$ cat src/msl_params.svh
/*
 * Offsets, field positions, depths and timing figures of the
 * serial line parameter block.
 * Assumes inclusion by bare name from the design files.
 */
`ifndef MSL_PARAMS_SVH
`define MSL_PARAMS_SVH

// Register selects on the host register port
`define MSL_SEL_LPAR_RXBUF  2'h0
`define MSL_SEL_TCTRL       2'h1
`define MSL_SEL_TDATA_MSTAT 2'h2

// Line parameter word fields
`define MSL_LP_LINE_LSB     0
`define MSL_LP_LEN_LSB      3
`define MSL_LP_STOP_BIT     5
`define MSL_LP_PAR_BIT      6
`define MSL_LP_ODD_BIT      7
`define MSL_LP_SPD_LSB      8
`define MSL_LP_RXON_BIT     12

// Receive buffer word fields
`define MSL_RB_LINE_LSB     8
`define MSL_RB_PERR_BIT     12
`define MSL_RB_FERR_BIT     13
`define MSL_RB_OVR_BIT      14
`define MSL_RB_VALID_BIT    15

// Baud rates in tenths of a baud, code 0 upward
`define MSL_BAUD10_0        500
`define MSL_BAUD10_1        750
`define MSL_BAUD10_2        1100
`define MSL_BAUD10_3        1345
`define MSL_BAUD10_4        1500
`define MSL_BAUD10_5        3000
`define MSL_BAUD10_6        6000
`define MSL_BAUD10_7        12000
`define MSL_BAUD10_8        18000
`define MSL_BAUD10_9        20000
`define MSL_BAUD10_10       24000
`define MSL_BAUD10_11       36000
`define MSL_BAUD10_12       48000
`define MSL_BAUD10_13       72000
`define MSL_BAUD10_14       96000

`define MSL_OVERSAMPLE      16
`define MSL_CLK_HZ          10000000
`define MSL_ALARM_COUNT     5'h10
`define MSL_SILO_DEPTH      64
`define MSL_TXBUF_DEPTH     2

`endif

$ cat src/msl_pkg.sv
/*
 * Types shared by the serial line parameter block.
 * Assumes nothing beyond a SystemVerilog compiler.
 */
package msl_pkg;

	typedef logic [2:0] msl_line_t;

	typedef enum logic [1:0] {
		MSL_LEN5 = 2'b00,
		MSL_LEN6 = 2'b01,
		MSL_LEN7 = 2'b10,
		MSL_LEN8 = 2'b11
	} msl_len_t;

	typedef struct packed {
		logic       rx_on;
		logic [3:0] speed;
		logic       odd;
		logic       par_en;
		logic       stop2;
		msl_len_t   len;
	} msl_lparam_t;

endpackage

$ cat src/msl_fifo.sv
/*
 * Small synchronous FIFO with a registered output stage.
 * Assumes one clock; clr_i empties it like a reset.
 */
`timescale 1ns/1ps
module msl_fifo #(
	parameter int WIDTH = 16,
	parameter int DEPTH = 2
) (
	input  wire logic             clk_i,
	input  wire logic             nrst_i,
	input  wire logic             clr_i,
	input  wire logic             in_valid_i,
	input  wire logic [WIDTH-1:0] in_data_i,
	output logic                  in_ready_o,
	output logic                  out_valid_o,
	output logic      [WIDTH-1:0] out_data_o,
	input  wire logic             out_ready_i
);
	localparam int AW = (DEPTH > 1) ? $clog2(DEPTH) : 1;

	if (DEPTH < 2 || (DEPTH & (DEPTH - 1)) != 0) begin : g_bad_depth
		$error("msl_fifo depth must be a power of two, at least 2");
	end

	logic [WIDTH-1:0] mem_ff [DEPTH];
	logic [AW-1:0]    wptr_ff;
	logic [AW-1:0]    rptr_ff;
	logic [AW:0]      cnt_ff;
	logic [AW:0]      nxt_cnt;
	logic             push;
	logic             pop;

	assign push = in_valid_i && in_ready_o;
	assign pop  = (cnt_ff != '0) && (!out_valid_o || out_ready_i);

	always_comb begin
		nxt_cnt = cnt_ff + (AW+1)'(push) - (AW+1)'(pop);
	end

	always_ff @(posedge clk_i) begin
		if (push) begin
			mem_ff[wptr_ff] <= in_data_i;
		end
	end

	always_ff @(posedge clk_i) begin
		if (!nrst_i || clr_i) begin
			wptr_ff    <= '0;
			rptr_ff    <= '0;
			cnt_ff     <= '0;
			in_ready_o <= 1'b0;
		end else begin
			wptr_ff    <= wptr_ff + AW'(push);
			rptr_ff    <= rptr_ff + AW'(pop);
			cnt_ff     <= nxt_cnt;
			// Registered ready; a full store refuses until a word leaves
			in_ready_o <= nxt_cnt < (AW+1)'(DEPTH);
		end
	end

	always_ff @(posedge clk_i) begin
		if (!nrst_i || clr_i) begin
			out_valid_o <= 1'b0;
			out_data_o  <= '0;
		end else if (pop) begin
			out_valid_o <= 1'b1;
			out_data_o  <= mem_ff[rptr_ff];
		end else if (out_ready_i) begin
			out_valid_o <= 1'b0;
		end
	end

endmodule

$ cat src/msl_top.sv
/*
 * Per-line parameters, transmit control, modem status, transmit data
 * with break, receive silo and receive interrupt selection of an
 * eight-line asynchronous serial multiplexer.
 * Assumes the scanner, the line shifters and the control/status word
 * sit outside on the same clock; ring and carrier arrive from pins.
 */
`timescale 1ns/1ps
`include "msl_params.svh"
module msl_top #(
	parameter int CLK_HZ     = `MSL_CLK_HZ,
	parameter bit MODEM      = 1'b1,
	parameter int SILO_DEPTH = `MSL_SILO_DEPTH
) (
	input  wire logic        clk_i,
	input  wire logic        nrst_i,
	input  wire logic        master_clear_i,
	input  wire logic        maint_i,
	input  wire logic        rx_int_en_i,
	input  wire logic        alarm_en_i,
	input  wire logic [1:0]  reg_sel_i,
	input  wire logic        reg_wr_i,
	input  wire logic        reg_rd_i,
	input  wire logic [15:0] reg_wdata_i,
	output logic      [15:0] reg_rdata_o,
	input  wire logic [2:0]  tx_line_i,
	output logic             tx_valid_o,
	input  wire logic        tx_ready_i,
	output logic      [2:0]  tx_line_o,
	output logic      [7:0]  tx_char_o,
	output logic             tx_par_en_o,
	output logic             tx_par_bit_o,
	output logic             tx_room_o,
	output logic      [7:0]  break_o,
	output logic      [7:0]  tx_enable_o,
	output logic      [7:0]  dtr_o,
	input  wire logic [7:0]  ring_i,
	input  wire logic [7:0]  carrier_i,
	input  wire logic        rx_valid_i,
	output logic             rx_ready_o,
	input  wire logic [2:0]  rx_line_i,
	input  wire logic [7:0]  rx_char_i,
	input  wire logic        rx_par_i,
	input  wire logic        rx_frame_err_i,
	input  wire logic        rx_overrun_i,
	output logic             receive_done_o,
	output logic             silo_alarm_flag_o,
	output logic             rx_irq_o,
	output logic      [31:0] data_bits_o,
	output logic      [23:0] stop_half_o,
	output logic      [7:0]  par_en_o,
	output logic      [7:0]  par_odd_o,
	output logic      [7:0]  tx_tick_o,
	output logic      [7:0]  rx_tick_o
);
	if (CLK_HZ < 16 * 9600 || CLK_HZ / 800 > 65535) begin : g_bad_clk
		$error("msl_top clock outside the divider range");
	end

	// Mask off bits above the selected length
	function automatic logic [7:0] mask_char(input logic [7:0] c, input msl_pkg::msl_len_t len);
		mask_char = c & (8'hFF >> (2'h3 - len));
	endfunction
	function automatic logic par_of(input logic [7:0] c, input logic odd);
		par_of = (^c) ^ odd;
	endfunction
	// Clock cycles per oversample tick; zero marks the unused code
	function automatic logic [15:0] div_of(input logic [3:0] code);
		case (code)
		4'h0: div_of = 16'(CLK_HZ * 10 / (`MSL_OVERSAMPLE * `MSL_BAUD10_0));
		4'h1: div_of = 16'(CLK_HZ * 10 / (`MSL_OVERSAMPLE * `MSL_BAUD10_1));
		4'h2: div_of = 16'(CLK_HZ * 10 / (`MSL_OVERSAMPLE * `MSL_BAUD10_2));
		4'h3: div_of = 16'(CLK_HZ * 10 / (`MSL_OVERSAMPLE * `MSL_BAUD10_3));
		4'h4: div_of = 16'(CLK_HZ * 10 / (`MSL_OVERSAMPLE * `MSL_BAUD10_4));
		4'h5: div_of = 16'(CLK_HZ * 10 / (`MSL_OVERSAMPLE * `MSL_BAUD10_5));
		4'h6: div_of = 16'(CLK_HZ * 10 / (`MSL_OVERSAMPLE * `MSL_BAUD10_6));
		4'h7: div_of = 16'(CLK_HZ * 10 / (`MSL_OVERSAMPLE * `MSL_BAUD10_7));
		4'h8: div_of = 16'(CLK_HZ * 10 / (`MSL_OVERSAMPLE * `MSL_BAUD10_8));
		4'h9: div_of = 16'(CLK_HZ * 10 / (`MSL_OVERSAMPLE * `MSL_BAUD10_9));
		4'hA: div_of = 16'(CLK_HZ * 10 / (`MSL_OVERSAMPLE * `MSL_BAUD10_10));
		4'hB: div_of = 16'(CLK_HZ * 10 / (`MSL_OVERSAMPLE * `MSL_BAUD10_11));
		4'hC: div_of = 16'(CLK_HZ * 10 / (`MSL_OVERSAMPLE * `MSL_BAUD10_12));
		4'hD: div_of = 16'(CLK_HZ * 10 / (`MSL_OVERSAMPLE * `MSL_BAUD10_13));
		4'hE: div_of = 16'(CLK_HZ * 10 / (`MSL_OVERSAMPLE * `MSL_BAUD10_14));
		default: div_of = 16'h0000;
		endcase
	endfunction

	msl_pkg::msl_lparam_t lp_ff [8];
	logic        clr;
	logic        wr_lpar;
	logic        wr_tctrl;
	logic        wr_tdata;
	logic        rd_rxbuf;
	logic [7:0]  brk_ff;
	logic [7:0]  ring_m_ff;
	logic [7:0]  ring_s_ff;
	logic [7:0]  car_m_ff;
	logic [7:0]  car_s_ff;
	logic [4:0]  alarm_cnt_ff;
	logic [4:0]  nxt_alarm_cnt;
	logic        tx_push;
	logic        tx_in_ready;
	logic [7:0]  tx_masked;
	logic [12:0] tx_word;
	logic        rx_push;
	logic        rx_accept;
	logic [7:0]  rx_masked;
	logic        rx_perr;
	logic [14:0] rx_word;
	logic        silo_valid;
	logic [14:0] silo_data;
	msl_pkg::msl_lparam_t lp_wr;
	msl_pkg::msl_lparam_t lp_tx;
	msl_pkg::msl_lparam_t lp_rx;
	assign clr      = master_clear_i;
	assign wr_lpar  = reg_wr_i && reg_sel_i == `MSL_SEL_LPAR_RXBUF;
	assign wr_tctrl = reg_wr_i && reg_sel_i == `MSL_SEL_TCTRL;
	assign wr_tdata = reg_wr_i && reg_sel_i == `MSL_SEL_TDATA_MSTAT;
	assign rd_rxbuf = reg_rd_i && reg_sel_i == `MSL_SEL_LPAR_RXBUF;
	assign lp_wr    = msl_pkg::msl_lparam_t'(reg_wdata_i[`MSL_LP_RXON_BIT:`MSL_LP_LEN_LSB]);

	// Line parameter store; bits 12 to 3 of the word land in the chosen line
	always_ff @(posedge clk_i) begin
		for (int i = 0; i < 8; i++) begin
			if (!nrst_i || clr) begin
				lp_ff[i] <= '0;
			end else if (wr_lpar && reg_wdata_i[`MSL_LP_LINE_LSB +: 3] == 3'(i)) begin
				lp_ff[i] <= lp_wr;
			end
		end
	end

	// Format outputs per line
	always_ff @(posedge clk_i) begin
		for (int i = 0; i < 8; i++) begin
			data_bits_o[4*i +: 4] <= 4'h5 + {2'h0, lp_ff[i].len};
			if (!lp_ff[i].stop2) begin
				stop_half_o[3*i +: 3] <= 3'h2;
			end else if (lp_ff[i].len == msl_pkg::MSL_LEN5) begin
				stop_half_o[3*i +: 3] <= 3'h3;
			end else begin
				stop_half_o[3*i +: 3] <= 3'h4;
			end
			par_en_o[i]  <= lp_ff[i].par_en;
			par_odd_o[i] <= lp_ff[i].par_en & lp_ff[i].odd;
		end
	end

	// One divider per line feeds both directions at the same rate
	for (genvar g = 0; g < 8; g++) begin : g_baud
		logic [15:0] cnt_ff;
		logic [15:0] div;
		assign div = div_of(lp_ff[g].speed);
		always_ff @(posedge clk_i) begin
			if (!nrst_i || clr || div == 16'h0000) begin
				cnt_ff       <= 16'h0000;
				tx_tick_o[g] <= 1'b0;
				rx_tick_o[g] <= 1'b0;
			end else if (cnt_ff >= div - 16'h0001) begin
				cnt_ff       <= 16'h0000;
				tx_tick_o[g] <= 1'b1;
				rx_tick_o[g] <= lp_ff[g].rx_on;
			end else begin
				cnt_ff       <= cnt_ff + 16'h0001;
				tx_tick_o[g] <= 1'b0;
				rx_tick_o[g] <= 1'b0;
			end
		end
	end

	// Transmit control: line enables and terminal-ready
	always_ff @(posedge clk_i) begin
		if (!nrst_i || clr) begin
			tx_enable_o <= 8'h00;
		end else if (wr_tctrl) begin
			tx_enable_o <= reg_wdata_i[7:0];
		end
	end
	always_ff @(posedge clk_i) begin
		if (!nrst_i || !MODEM) begin
			dtr_o <= 8'h00;
		end else if (wr_tctrl) begin
			dtr_o <= reg_wdata_i[15:8];
		end
	end

	// Pin synchronisers for ring and carrier; never cleared
	always_ff @(posedge clk_i) begin
		ring_m_ff <= ring_i;
		ring_s_ff <= ring_m_ff;
		car_m_ff  <= carrier_i;
		car_s_ff  <= car_m_ff;
	end

	// Break byte; maintenance loops the line back so break is masked
	always_ff @(posedge clk_i) begin
		if (!nrst_i || clr) begin
			brk_ff <= 8'h00;
		end else if (wr_tdata) begin
			brk_ff <= reg_wdata_i[15:8];
		end
	end
	always_ff @(posedge clk_i) begin
		if (!nrst_i) begin
			break_o <= 8'h00;
		end else begin
			break_o <= brk_ff & {8{!maint_i}};
		end
	end

	// Transmit character path; a disabled line drops the character
	assign lp_tx     = lp_ff[tx_line_i];
	assign tx_masked = mask_char(reg_wdata_i[7:0], lp_tx.len);
	assign tx_push   = wr_tdata && tx_enable_o[tx_line_i] && !clr;
	assign tx_word   = {lp_tx.par_en, par_of(tx_masked, lp_tx.odd), tx_line_i, tx_masked};

	msl_fifo #(
		.WIDTH (13),
		.DEPTH (`MSL_TXBUF_DEPTH)
	) u_txbuf (
		.clk_i       (clk_i),
		.nrst_i      (nrst_i),
		.clr_i       (clr),
		.in_valid_i  (tx_push),
		.in_data_i   (tx_word),
		.in_ready_o  (tx_in_ready),
		.out_valid_o (tx_valid_o),
		.out_data_o  ({tx_par_en_o, tx_par_bit_o, tx_line_o, tx_char_o}),
		.out_ready_i (tx_ready_i)
	);
	always_ff @(posedge clk_i) begin
		if (!nrst_i) begin
			tx_room_o <= 1'b0;
		end else begin
			tx_room_o <= tx_in_ready && !tx_push;
		end
	end

	// Receive path into the silo; lines with receiver off are dropped
	assign lp_rx     = lp_ff[rx_line_i];
	assign rx_masked = mask_char(rx_char_i, lp_rx.len);
	assign rx_perr   = lp_rx.par_en && (rx_par_i != par_of(rx_masked, lp_rx.odd));
	assign rx_word   = {rx_overrun_i, rx_frame_err_i, rx_perr, 1'b0, rx_line_i, rx_masked};
	assign rx_accept = rx_valid_i && lp_rx.rx_on;
	assign rx_push   = rx_accept && rx_ready_o;

	msl_fifo #(
		.WIDTH (15),
		.DEPTH (SILO_DEPTH)
	) u_silo (
		.clk_i       (clk_i),
		.nrst_i      (nrst_i),
		.clr_i       (clr),
		.in_valid_i  (rx_accept),
		.in_data_i   (rx_word),
		.in_ready_o  (rx_ready_o),
		.out_valid_o (silo_valid),
		.out_data_o  (silo_data),
		.out_ready_i (rd_rxbuf)
	);

	// Register read port; the unused select 3 reads as zero
	always_ff @(posedge clk_i) begin
		if (!nrst_i) begin
			reg_rdata_o <= 16'h0000;
		end else if (reg_rd_i) begin
			case (reg_sel_i)
			`MSL_SEL_LPAR_RXBUF: reg_rdata_o <= {silo_valid, silo_data};
			`MSL_SEL_TCTRL: reg_rdata_o <= {dtr_o, tx_enable_o};
			`MSL_SEL_TDATA_MSTAT: reg_rdata_o <= MODEM ? {car_s_ff, ring_s_ff} : 16'h0000;
			default: reg_rdata_o <= 16'h0000;
			endcase
		end
	end

	// Alarm counts entries since the last buffer read; an entry in the read's cycle still counts
	always_comb begin
		nxt_alarm_cnt = (rd_rxbuf ? 5'h00 : alarm_cnt_ff) + 5'(rx_push);
	end
	always_ff @(posedge clk_i) begin
		if (!nrst_i || clr) begin
			alarm_cnt_ff      <= 5'h00;
			silo_alarm_flag_o <= 1'b0;
		end else if (nxt_alarm_cnt == `MSL_ALARM_COUNT) begin
			alarm_cnt_ff      <= 5'h00;
			silo_alarm_flag_o <= 1'b1;
		end else begin
			alarm_cnt_ff <= nxt_alarm_cnt;
			if (rd_rxbuf) begin
				silo_alarm_flag_o <= 1'b0;
			end
		end
	end

	// Interrupt selection from the two enables
	always_ff @(posedge clk_i) begin
		if (!nrst_i || clr) begin
			receive_done_o <= 1'b0;
			rx_irq_o       <= 1'b0;
		end else begin
			receive_done_o <= silo_valid;
			if (!rx_int_en_i) begin
				rx_irq_o <= 1'b0;
			end else if (alarm_en_i) begin
				rx_irq_o <= silo_alarm_flag_o;
			end else begin
				rx_irq_o <= silo_valid;
			end
		end
	end
endmodule

$ cat config.mk
export PLATFORM = sky130hd
export DESIGN_NAME = msl_top
export DESIGN_NICKNAME = d
export VERILOG_FILES = /design/src/msl_pkg.sv /design/src/msl_fifo.sv /design/src/msl_top.sv
export VERILOG_INCLUDE_DIRS = /design/src
export SDC_FILE = /design/constraint.sdc
export NUM_CORES = 2
export LEC_CHECK = 0
export ABC_CLOCK_PERIOD_IN_PS = 5000
export BUFFER_PORTS_ARGS = -buffer_cell sky130_fd_sc_hd__buf_2
export CORE_ASPECT_RATIO = 0.9
export CORE_MARGIN = 10
export CORE_UTILIZATION = 45
export DETAILED_ROUTE_END_ITERATION = 10
export GPL_ROUTABILITY_DRIVEN = 0
export PLACE_DENSITY = 0.71
export RECOVER_POWER = 100
export REMOVE_ABC_BUFFERS = 1
export SYNTH_ARGS = -nofsm -noshare
export SYNTH_HDL_FRONTEND = slang
export SYNTH_SLANG_ARGS = --single-unit
$ cat constraint.sdc
create_clock -name clk_i -period 5 [get_ports clk_i]
set_clock_uncertainty 0.05 [all_clocks]
set_input_delay 0.5 -clock clk_i [delete_from_list [all_inputs] [get_ports clk_i]]
set_output_delay 0.5 -clock clk_i [all_outputs]
set_load 0.02 [all_outputs]
Yosys cells after proc, flatten, opt, wreduce, memory -nomap -nowiden
Memories as Yosys holds them, arrays and structs flattened. A register that Yosys moved wholly into a read port is not among the register bits.
Index checks and enable logic that the tools add are counted.
{"block": "classes", "add_sub_neg": 35, "n_lt_le_gt_ge": 11, "n_eq_ne": 11, "n_shift": 2, "n_mux": 64, "bitwise": 30, "reduce_logical": 81}
{"operator": "$add 16x1->16 const B", "count": 8}
{"operator": "$ge 16x16->1", "count": 8}
{"operator": "$logic_not 16->1", "count": 8}
{"operator": "$sub 16x1->16 const B", "count": 8}
{"operator": "$mux 10", "count": 8}
{"operator": "$pmux 16 s3", "count": 1}
{"operator": "$mux 1", "count": 45}
{"operator": "$reduce_or 2->1", "count": 18}
{"operator": "$add 3x2->4 const A", "count": 8}
{"operator": "$and 8x8->8", "count": 3}
{"operator": "$mux 3", "count": 8}
{"operator": "$logic_and 1x1->1", "count": 21}
{"operator": "$logic_not 2->1", "count": 9}
{"operator": "$reduce_xor 8->1", "count": 2}
{"operator": "$shr 8x2->8 const A", "count": 2}
{"operator": "$add 6x1->6", "count": 2}
{"operator": "$eq 3x3->1 const B", "count": 4}
{"operator": "$logic_or 1x1->1", "count": 11}
{"operator": "$not 1->1", "count": 9}
{"operator": "$and 1x1->1", "count": 8}
{"operator": "$or 1x1->1", "count": 8}
{"operator": "$reduce_bool 2->1", "count": 4}
{"operator": "$add 7x1->7", "count": 1}
{"operator": "$lt 7x7->1 const B", "count": 1}
{"operator": "other kinds (20)", "count": 29}
{"block": "word_totals", "register_bits": 347, "ramBits": 1002, "rom_bits": 1792, "input_bits": 61, "word_cells": 305, "memories": 11}
{"memory": "u_silo.mem_ff", "words": 64, "width": 14, "rd": 1, "rd_ports_with_merged_regs": 1, "wr": 1, "line_no": "msl_fifo.sv:26", "text": "logic [WIDTH-1:0] mem_ff [DEPTH];"}
{"memory": "(name not given)", "words": 16, "width": 14, "rd": 1, "rd_ports_with_merged_regs": 0, "wr": 0, "line_no": "msl_top.sv:69", "text": "case (code)"}
{"memory": "(name not given)", "words": 16, "width": 14, "rd": 1, "rd_ports_with_merged_regs": 0, "wr": 0, "line_no": "msl_top.sv:69"}
{"memory": "(name not given)", "words": 16, "width": 14, "rd": 1, "rd_ports_with_merged_regs": 0, "wr": 0, "line_no": "msl_top.sv:69"}
{"memory": "(name not given)", "words": 16, "width": 14, "rd": 1, "rd_ports_with_merged_regs": 0, "wr": 0, "line_no": "msl_top.sv:69"}
{"memory": "(name not given)", "words": 16, "width": 14, "rd": 1, "rd_ports_with_merged_regs": 0, "wr": 0, "line_no": "msl_top.sv:69"}
{"memory": "5 more memories"}

Depth between registers and ports, before layout
{"block": "logic_depth", "word_depth": 8, "ltp_mapped": 19, "ltp_nobuf": 17}

Hierarchy
From an unflattened synthesis, not the netlist that was laid out.
{"block": "hier_totals", "cells_unflattened": 4388, "hier_area_um2": 62437.4}
{"mod": "msl_fifo (u_silo)", "n_inst": 1, "cells_per_inst": 1952, "area_each_um2": 38578.2, "seq_area_each_um2": 29548.3}
{"mod": "msl_top", "n_inst": 1, "cells_per_inst": 2317, "area_each_um2": 22073.7, "seq_area_each_um2": 8508.2}
{"mod": "msl_fifo (u_txbuf)", "n_inst": 1, "cells_per_inst": 119, "area_each_um2": 1785.5, "seq_area_each_um2": 1161.1}

Least setup slack after synthesis
Ideal clock, no wire load.
{"block": "synth_path", "kind": "input-to-reg", "start": "input rx_line_i[1]", "end": "memory u_silo.mem_ff[0][11] in the netlist's numbering, data pin", "setup_ps": 499, "t_arrival_ps": 3505, "required_ps": 4451, "path_slack_ps": 946, "stages": 7, "path_buffers": 1, "cell_sequence": "buf_2 -> mux4_2 -> mux2_2 -> a211o_1 -> o211ai_1 -> xnor2_1 -> nor2_1"}
{"block": "synth_via", "elab_chain_cells": 8}
{"element": "start, declared", "line_no": "msl_top.sv:41", "text": "input wire logic [2:0] rx_line_i,"}
{"element": "$mem_v2 8x10 (*)"}
{"element": "$sub 2x2->2", "line_no": "msl_top.sv:62", "text": "mask_char = c & (8'hFF >> (2'h3 - len));"}
{"element": "$shr 8x2->8", "line_no": "msl_top.sv:62"}
{"element": "$and 8x8->8", "line_no": "msl_top.sv:62"}
{"element": "$reduce_xor 8->1", "line_no": "msl_top.sv:65", "text": "par_of = (^c) ^ odd;"}
{"element": "$xor 1x1->1", "line_no": "msl_top.sv:65"}
{"element": "$ne 1x1->1", "line_no": "msl_top.sv:243", "text": "assign rx_perr = lp_rx.par_en && (rx_par_i != par_of(rx_masked, lp_rx.odd));"}
{"element": "$logic_and 1x1->1 (*)", "line_no": "msl_top.sv:243"}
{"element": "net rx_perr", "line_no": "msl_top.sv:109", "text": "logic rx_perr;"}
{"element": "end, declared", "line_no": "msl_fifo.sv:26"}
Mark *: on every way through the listed nets, which the timed path passes. The rest lies on a longest branch.

Worst setup path in the final report
{"block": "layout_path", "start": "input rx_line_i[2]", "end": "memory u_silo.mem_ff[18][11] in the netlist's numbering, data pin"}
The elaborated chain is that of the path after synthesis.

==> metrics.md <==
| Metric | Value |
|---|---|
| Status | finished, violations left |
| Failing checks | max-capacitance violations, max-slew violations |
| CTS buffer count | 139 |
| Int Power | 20.0 mW |
| Main combinational cell family by area after synthesis | multiplexers |
| Max_cap viols | 20 |
| RR Endpoint | rx_tick_o[2] |
| Clock Sinks | 1361 |
| Top_reg_cell synth | edfxtp_1 |
| Post-layout minimum cycle time | 4690 ps |
| Crit path to | u_silo.mem_ff[18][11] |
| Fraction of the mapped netlist area in adder cells | 0.0510 |
| Detailed-route via count | 36259 |
| First-iteration detailed-routing DRC count | 3852 |
| Number of vias per cell | 5.75 |
| Number of enable flip-flop cells after synthesis | 1002 |
| Worst-case clock buffer depth | 3 |
| Switching share of power | 0.251 |
| Critical Path Fanout Max | 28 |
| Setup TNS | 0 ps |
| Pre-CTS setup slack | 287 ps |
| WHS Path Cells | 3 |
| Multi-input logic area | 20800 um2 |
| Nets | 4764 |
| Setup Viol. Count Final | 0 |
| Pwr/cell area | 399 nW/um2 |
| XOR/XNOR Fraction of Synth Area | 0.0290 |
| Die Y | 365 um |
| CTS Root Buffer Type | clkbuf_16 |
| Largest net degree at the start of global routing | 72 |
| Die area | 147000 um2 |
| Clock latency on the worst-skew pair | 780 ps |
| HP Class | in -> reg |
| Flop2flop setup slack | 390 ps |
| Type of the worst setup path | in -> reg |
| Reg-to-Reg Start | lp_ff[2][6] |
| Wire per inst | 23.6 um |
| I/O pin count | 208 |
| Compound-Gate Fraction of Synth Area | 0.0674 |
| GRT Resource Usage Total | 0.199 |
| Filler cells | 10832 |
| Setup ws final | 314 ps |
| Worst-path clk slew | 60 ps |
| Clock network fraction of total power | 0.392 |
| I/O Buffers | 207 |
| Simple-gate portion of the synthesized area | 0.0896 |
| Initial antenna violation count | 9 |
| FP Rows | 126 |
| RSZ-0062 raised after global routing | false |
| Netlist Area Pre-Place | 59500 um2 |
| Leakage | 23.1 nW |
| Starting Density | 0.453 |
| WHS | 79.3 ps |
| Antenna Nets Post-Route | 0 |
| Synth unique cells | 92 |
| DRC | 0 |
| Wirelength, routed | 149000 um |
| Post-Syn Instances | 4142 |
| DPL Wire Length | 99400 um |
| Die Wd | 403 um |
| Avg Cell Area, Syn | 14.4 um2 |
| DR pass1 iterations | 5 |
| Critical Path Sink Type | flop |
| VDD IR max | 415 uV |
| Logic pwr share | 0.136 |
| Vias in the first global route | 35592 |
| Setup crit start kind | input port |
| Fmax | 213 MHz |
| Total gr overflow | 0 |
| Mux share of post-synthesis cell area | 0.113 |
| WP data required | 5510 ps |
| First-pass GRT wire length | 224000 um |
| Data arrival time of the critical path | 5190 ps |
| Register area share after synthesis | 0.627 |
| P_sw | 6.72 mW |
| Slew @ Worst Pin | 3290 ps |
| Register Area | 37300 um2 |
| H-tree levels | 4 |
| TritonCTS clock tree | built |
| Slew margin rel. | -1.19 |
| Reg2reg path depth | 15 |
| Core Footprint | 131000 um2 |
| Async set-reset flop share out of synthesis | 0 |
| Tcrit/Tclk final | 0.937 |
| Slew Viols, Final | 835 |
| Area grow syn2layout | 12.9% |
| Reg power frac | 0.472 |
| Synthesized flop and latch total | 1361 |
| Final hold vios | 0 |
| Worst setup startpoint | rx_line_i[2] |
| Layout cells sized above 1 | 0.125 |
| Yosys Warn Count | 0 |
-- repair_timing --
item,4_1_cts,5_1_grt
setup buffers,0,1
hold buffers,26,0
gates resized for setup,0,0
endpoints found under the hold margin,37,0
endpoints found under the setup margin,0,15
-- per-layer routing --
metal,vias to the layer above,share of wire,track usage
li1,16388,-,-
met1,18001,0.42,0.273
met2,1616,0.45,0.308
met3,248,0.10,0.0545
met4,6,0.029,0.0631
met5,-,0.00024,0
-- power groups by stage --
stage / sequential [mW] / clock, mW / combinational, mW
final: 12.6 / 10.5 / 3.64
after global routing: 12.6 / 11.1 / 3.93
after CTS: 12.6 / 10.7 / 3.67
after detailed placement: 12.8 / 0 / 3.64
after global placement: 12.8 / 0 / 3.58
after floorplan: 13.0 / 0 / 2.30
-- sequential cells by signal, indices dropped and copies added, names as in the netlist, 13 cells and up --
name / count
data_bits_o: 32
u_txbuf.out_data_o: 13
reg_rdata_o: 16
g_baud.cnt_ff: 128
u_silo.out_data_o: 14
lp_ff: 80
u_silo.mem_ff: 896
stop_half_o: 24
u_txbuf.mem_ff: 26
-- cell families (layout without fill, tap and decap cells) --
logic type / Yosys count / count (layout)
flops: 1361 / 1361
simple gates: 1054 / 1054
compound gates: 569 / 569
mux: 409 / 409
buf+inv: 310 / 746
fa+ha+maj: 242 / 242
xor+xnor: 197 / 197
other cells: 0 / 5
-- cell usage in the layout (no fill, tap or decap), types with 99 or more instances in the layout --
cell type | Yosys | final
a21oi_1 | 99 | 99
clkbuf_1 | 94 | 290
clkbuf_16 | 0 | 143
dfxtp_1 | 359 | 355
edfxtp_1 | 1002 | 1002
ha_1 | 241 | 241
inv_1 | 113 | 113
mux2i_1 | 178 | 178
mux4_2 | 207 | 207
nand2_1 | 212 | 213
nand3_1 | 100 | 100
nor2_1 | 274 | 272
nor3_1 | 93 | 99
xnor2_1 | 102 | 102
-- how the worst min path moves through the flow --
stage                               from        endpoint
final                     reg_wdata_i[6]  tx_enable_o[6]
after global routing      reg_wdata_i[7]  tx_enable_o[7]
after CTS                 reg_wdata_i[6]  tx_enable_o[6]
after global placement      ring_m_ff[1]    ring_s_ff[1]
after floorplan              car_m_ff[0]     car_s_ff[0]
after detailed placement     car_m_ff[3]     car_s_ff[3]
-- final cells by class --
| class | instances | share of cell area |
|---|---|---|
| clock inverter | 73 | 0.0118 |
| clock buffer | 185 | 0.0570 |
| multi-input combinational | 2471 | 0.310 |
| inverter | 113 | 0.00632 |
| tap | 1728 | 0.0322 |
| sequential | 1361 | 0.555 |
| antenna | 5 | 0.000186 |
| timing repair buffer | 375 | 0.0273 |
-- metrics by stage --
step,instance area [um2],utilization,std cells,total power [mW]
floorplan,58500,-,3945,15.3
global placement,62900,0.479,6021,16.4
finish,67100,0.512,6311,26.8
CTS,67800,0.517,6305,26.9
global route,67100,0.512,6307,27.7
detailed placement,62900,0.479,6021,16.5
-- critical path, stage by stage --
cell	delay, ps
clkbuf_1	710
clkbuf_1	1100
mux4_2	430
mux2_1	390
a211o_1	320
o211ai_1	120
xnor2_1	110
nor2_1	950
buf_4	480
-- cells in the mapped netlist (12+ instances only) --
master | n | area, um2
a211oi_1 | 64 | 480
a21boi_0 | 12 | 90.1
a21o_1 | 44 | 330
a21oi_1 | 99 | 495
a22oi_1 | 47 | 353
a31oi_1 | 13 | 81.3
and2_1 | 134 | 838
and3_1 | 27 | 169
buf_1 | 23 | 86.3
buf_2 | 54 | 270
buf_4 | 15 | 113
clkbuf_1 | 94 | 353
dfxtp_1 | 359 | 7190
edfxtp_1 | 1002 | 30100
ha_1 | 241 | 3020
inv_1 | 113 | 424
mux2_2 | 22 | 248
mux2i_1 | 178 | 1780
mux4_2 | 207 | 4660
nand2_1 | 212 | 796
nand2b_1 | 30 | 188
nand3_1 | 100 | 500
nand4_1 | 44 | 275
nor2_1 | 274 | 1030
nor2b_1 | 50 | 313
nor3_1 | 93 | 465
o211a_1 | 18 | 180
o211ai_1 | 25 | 188
o21a_1 | 23 | 173
o21ai_0 | 76 | 380
o221ai_1 | 25 | 219
o22ai_1 | 32 | 200
xnor2_1 | 102 | 893
xor2_1 | 95 | 832
Note: power is estimated with default switching activity, not from simulation.
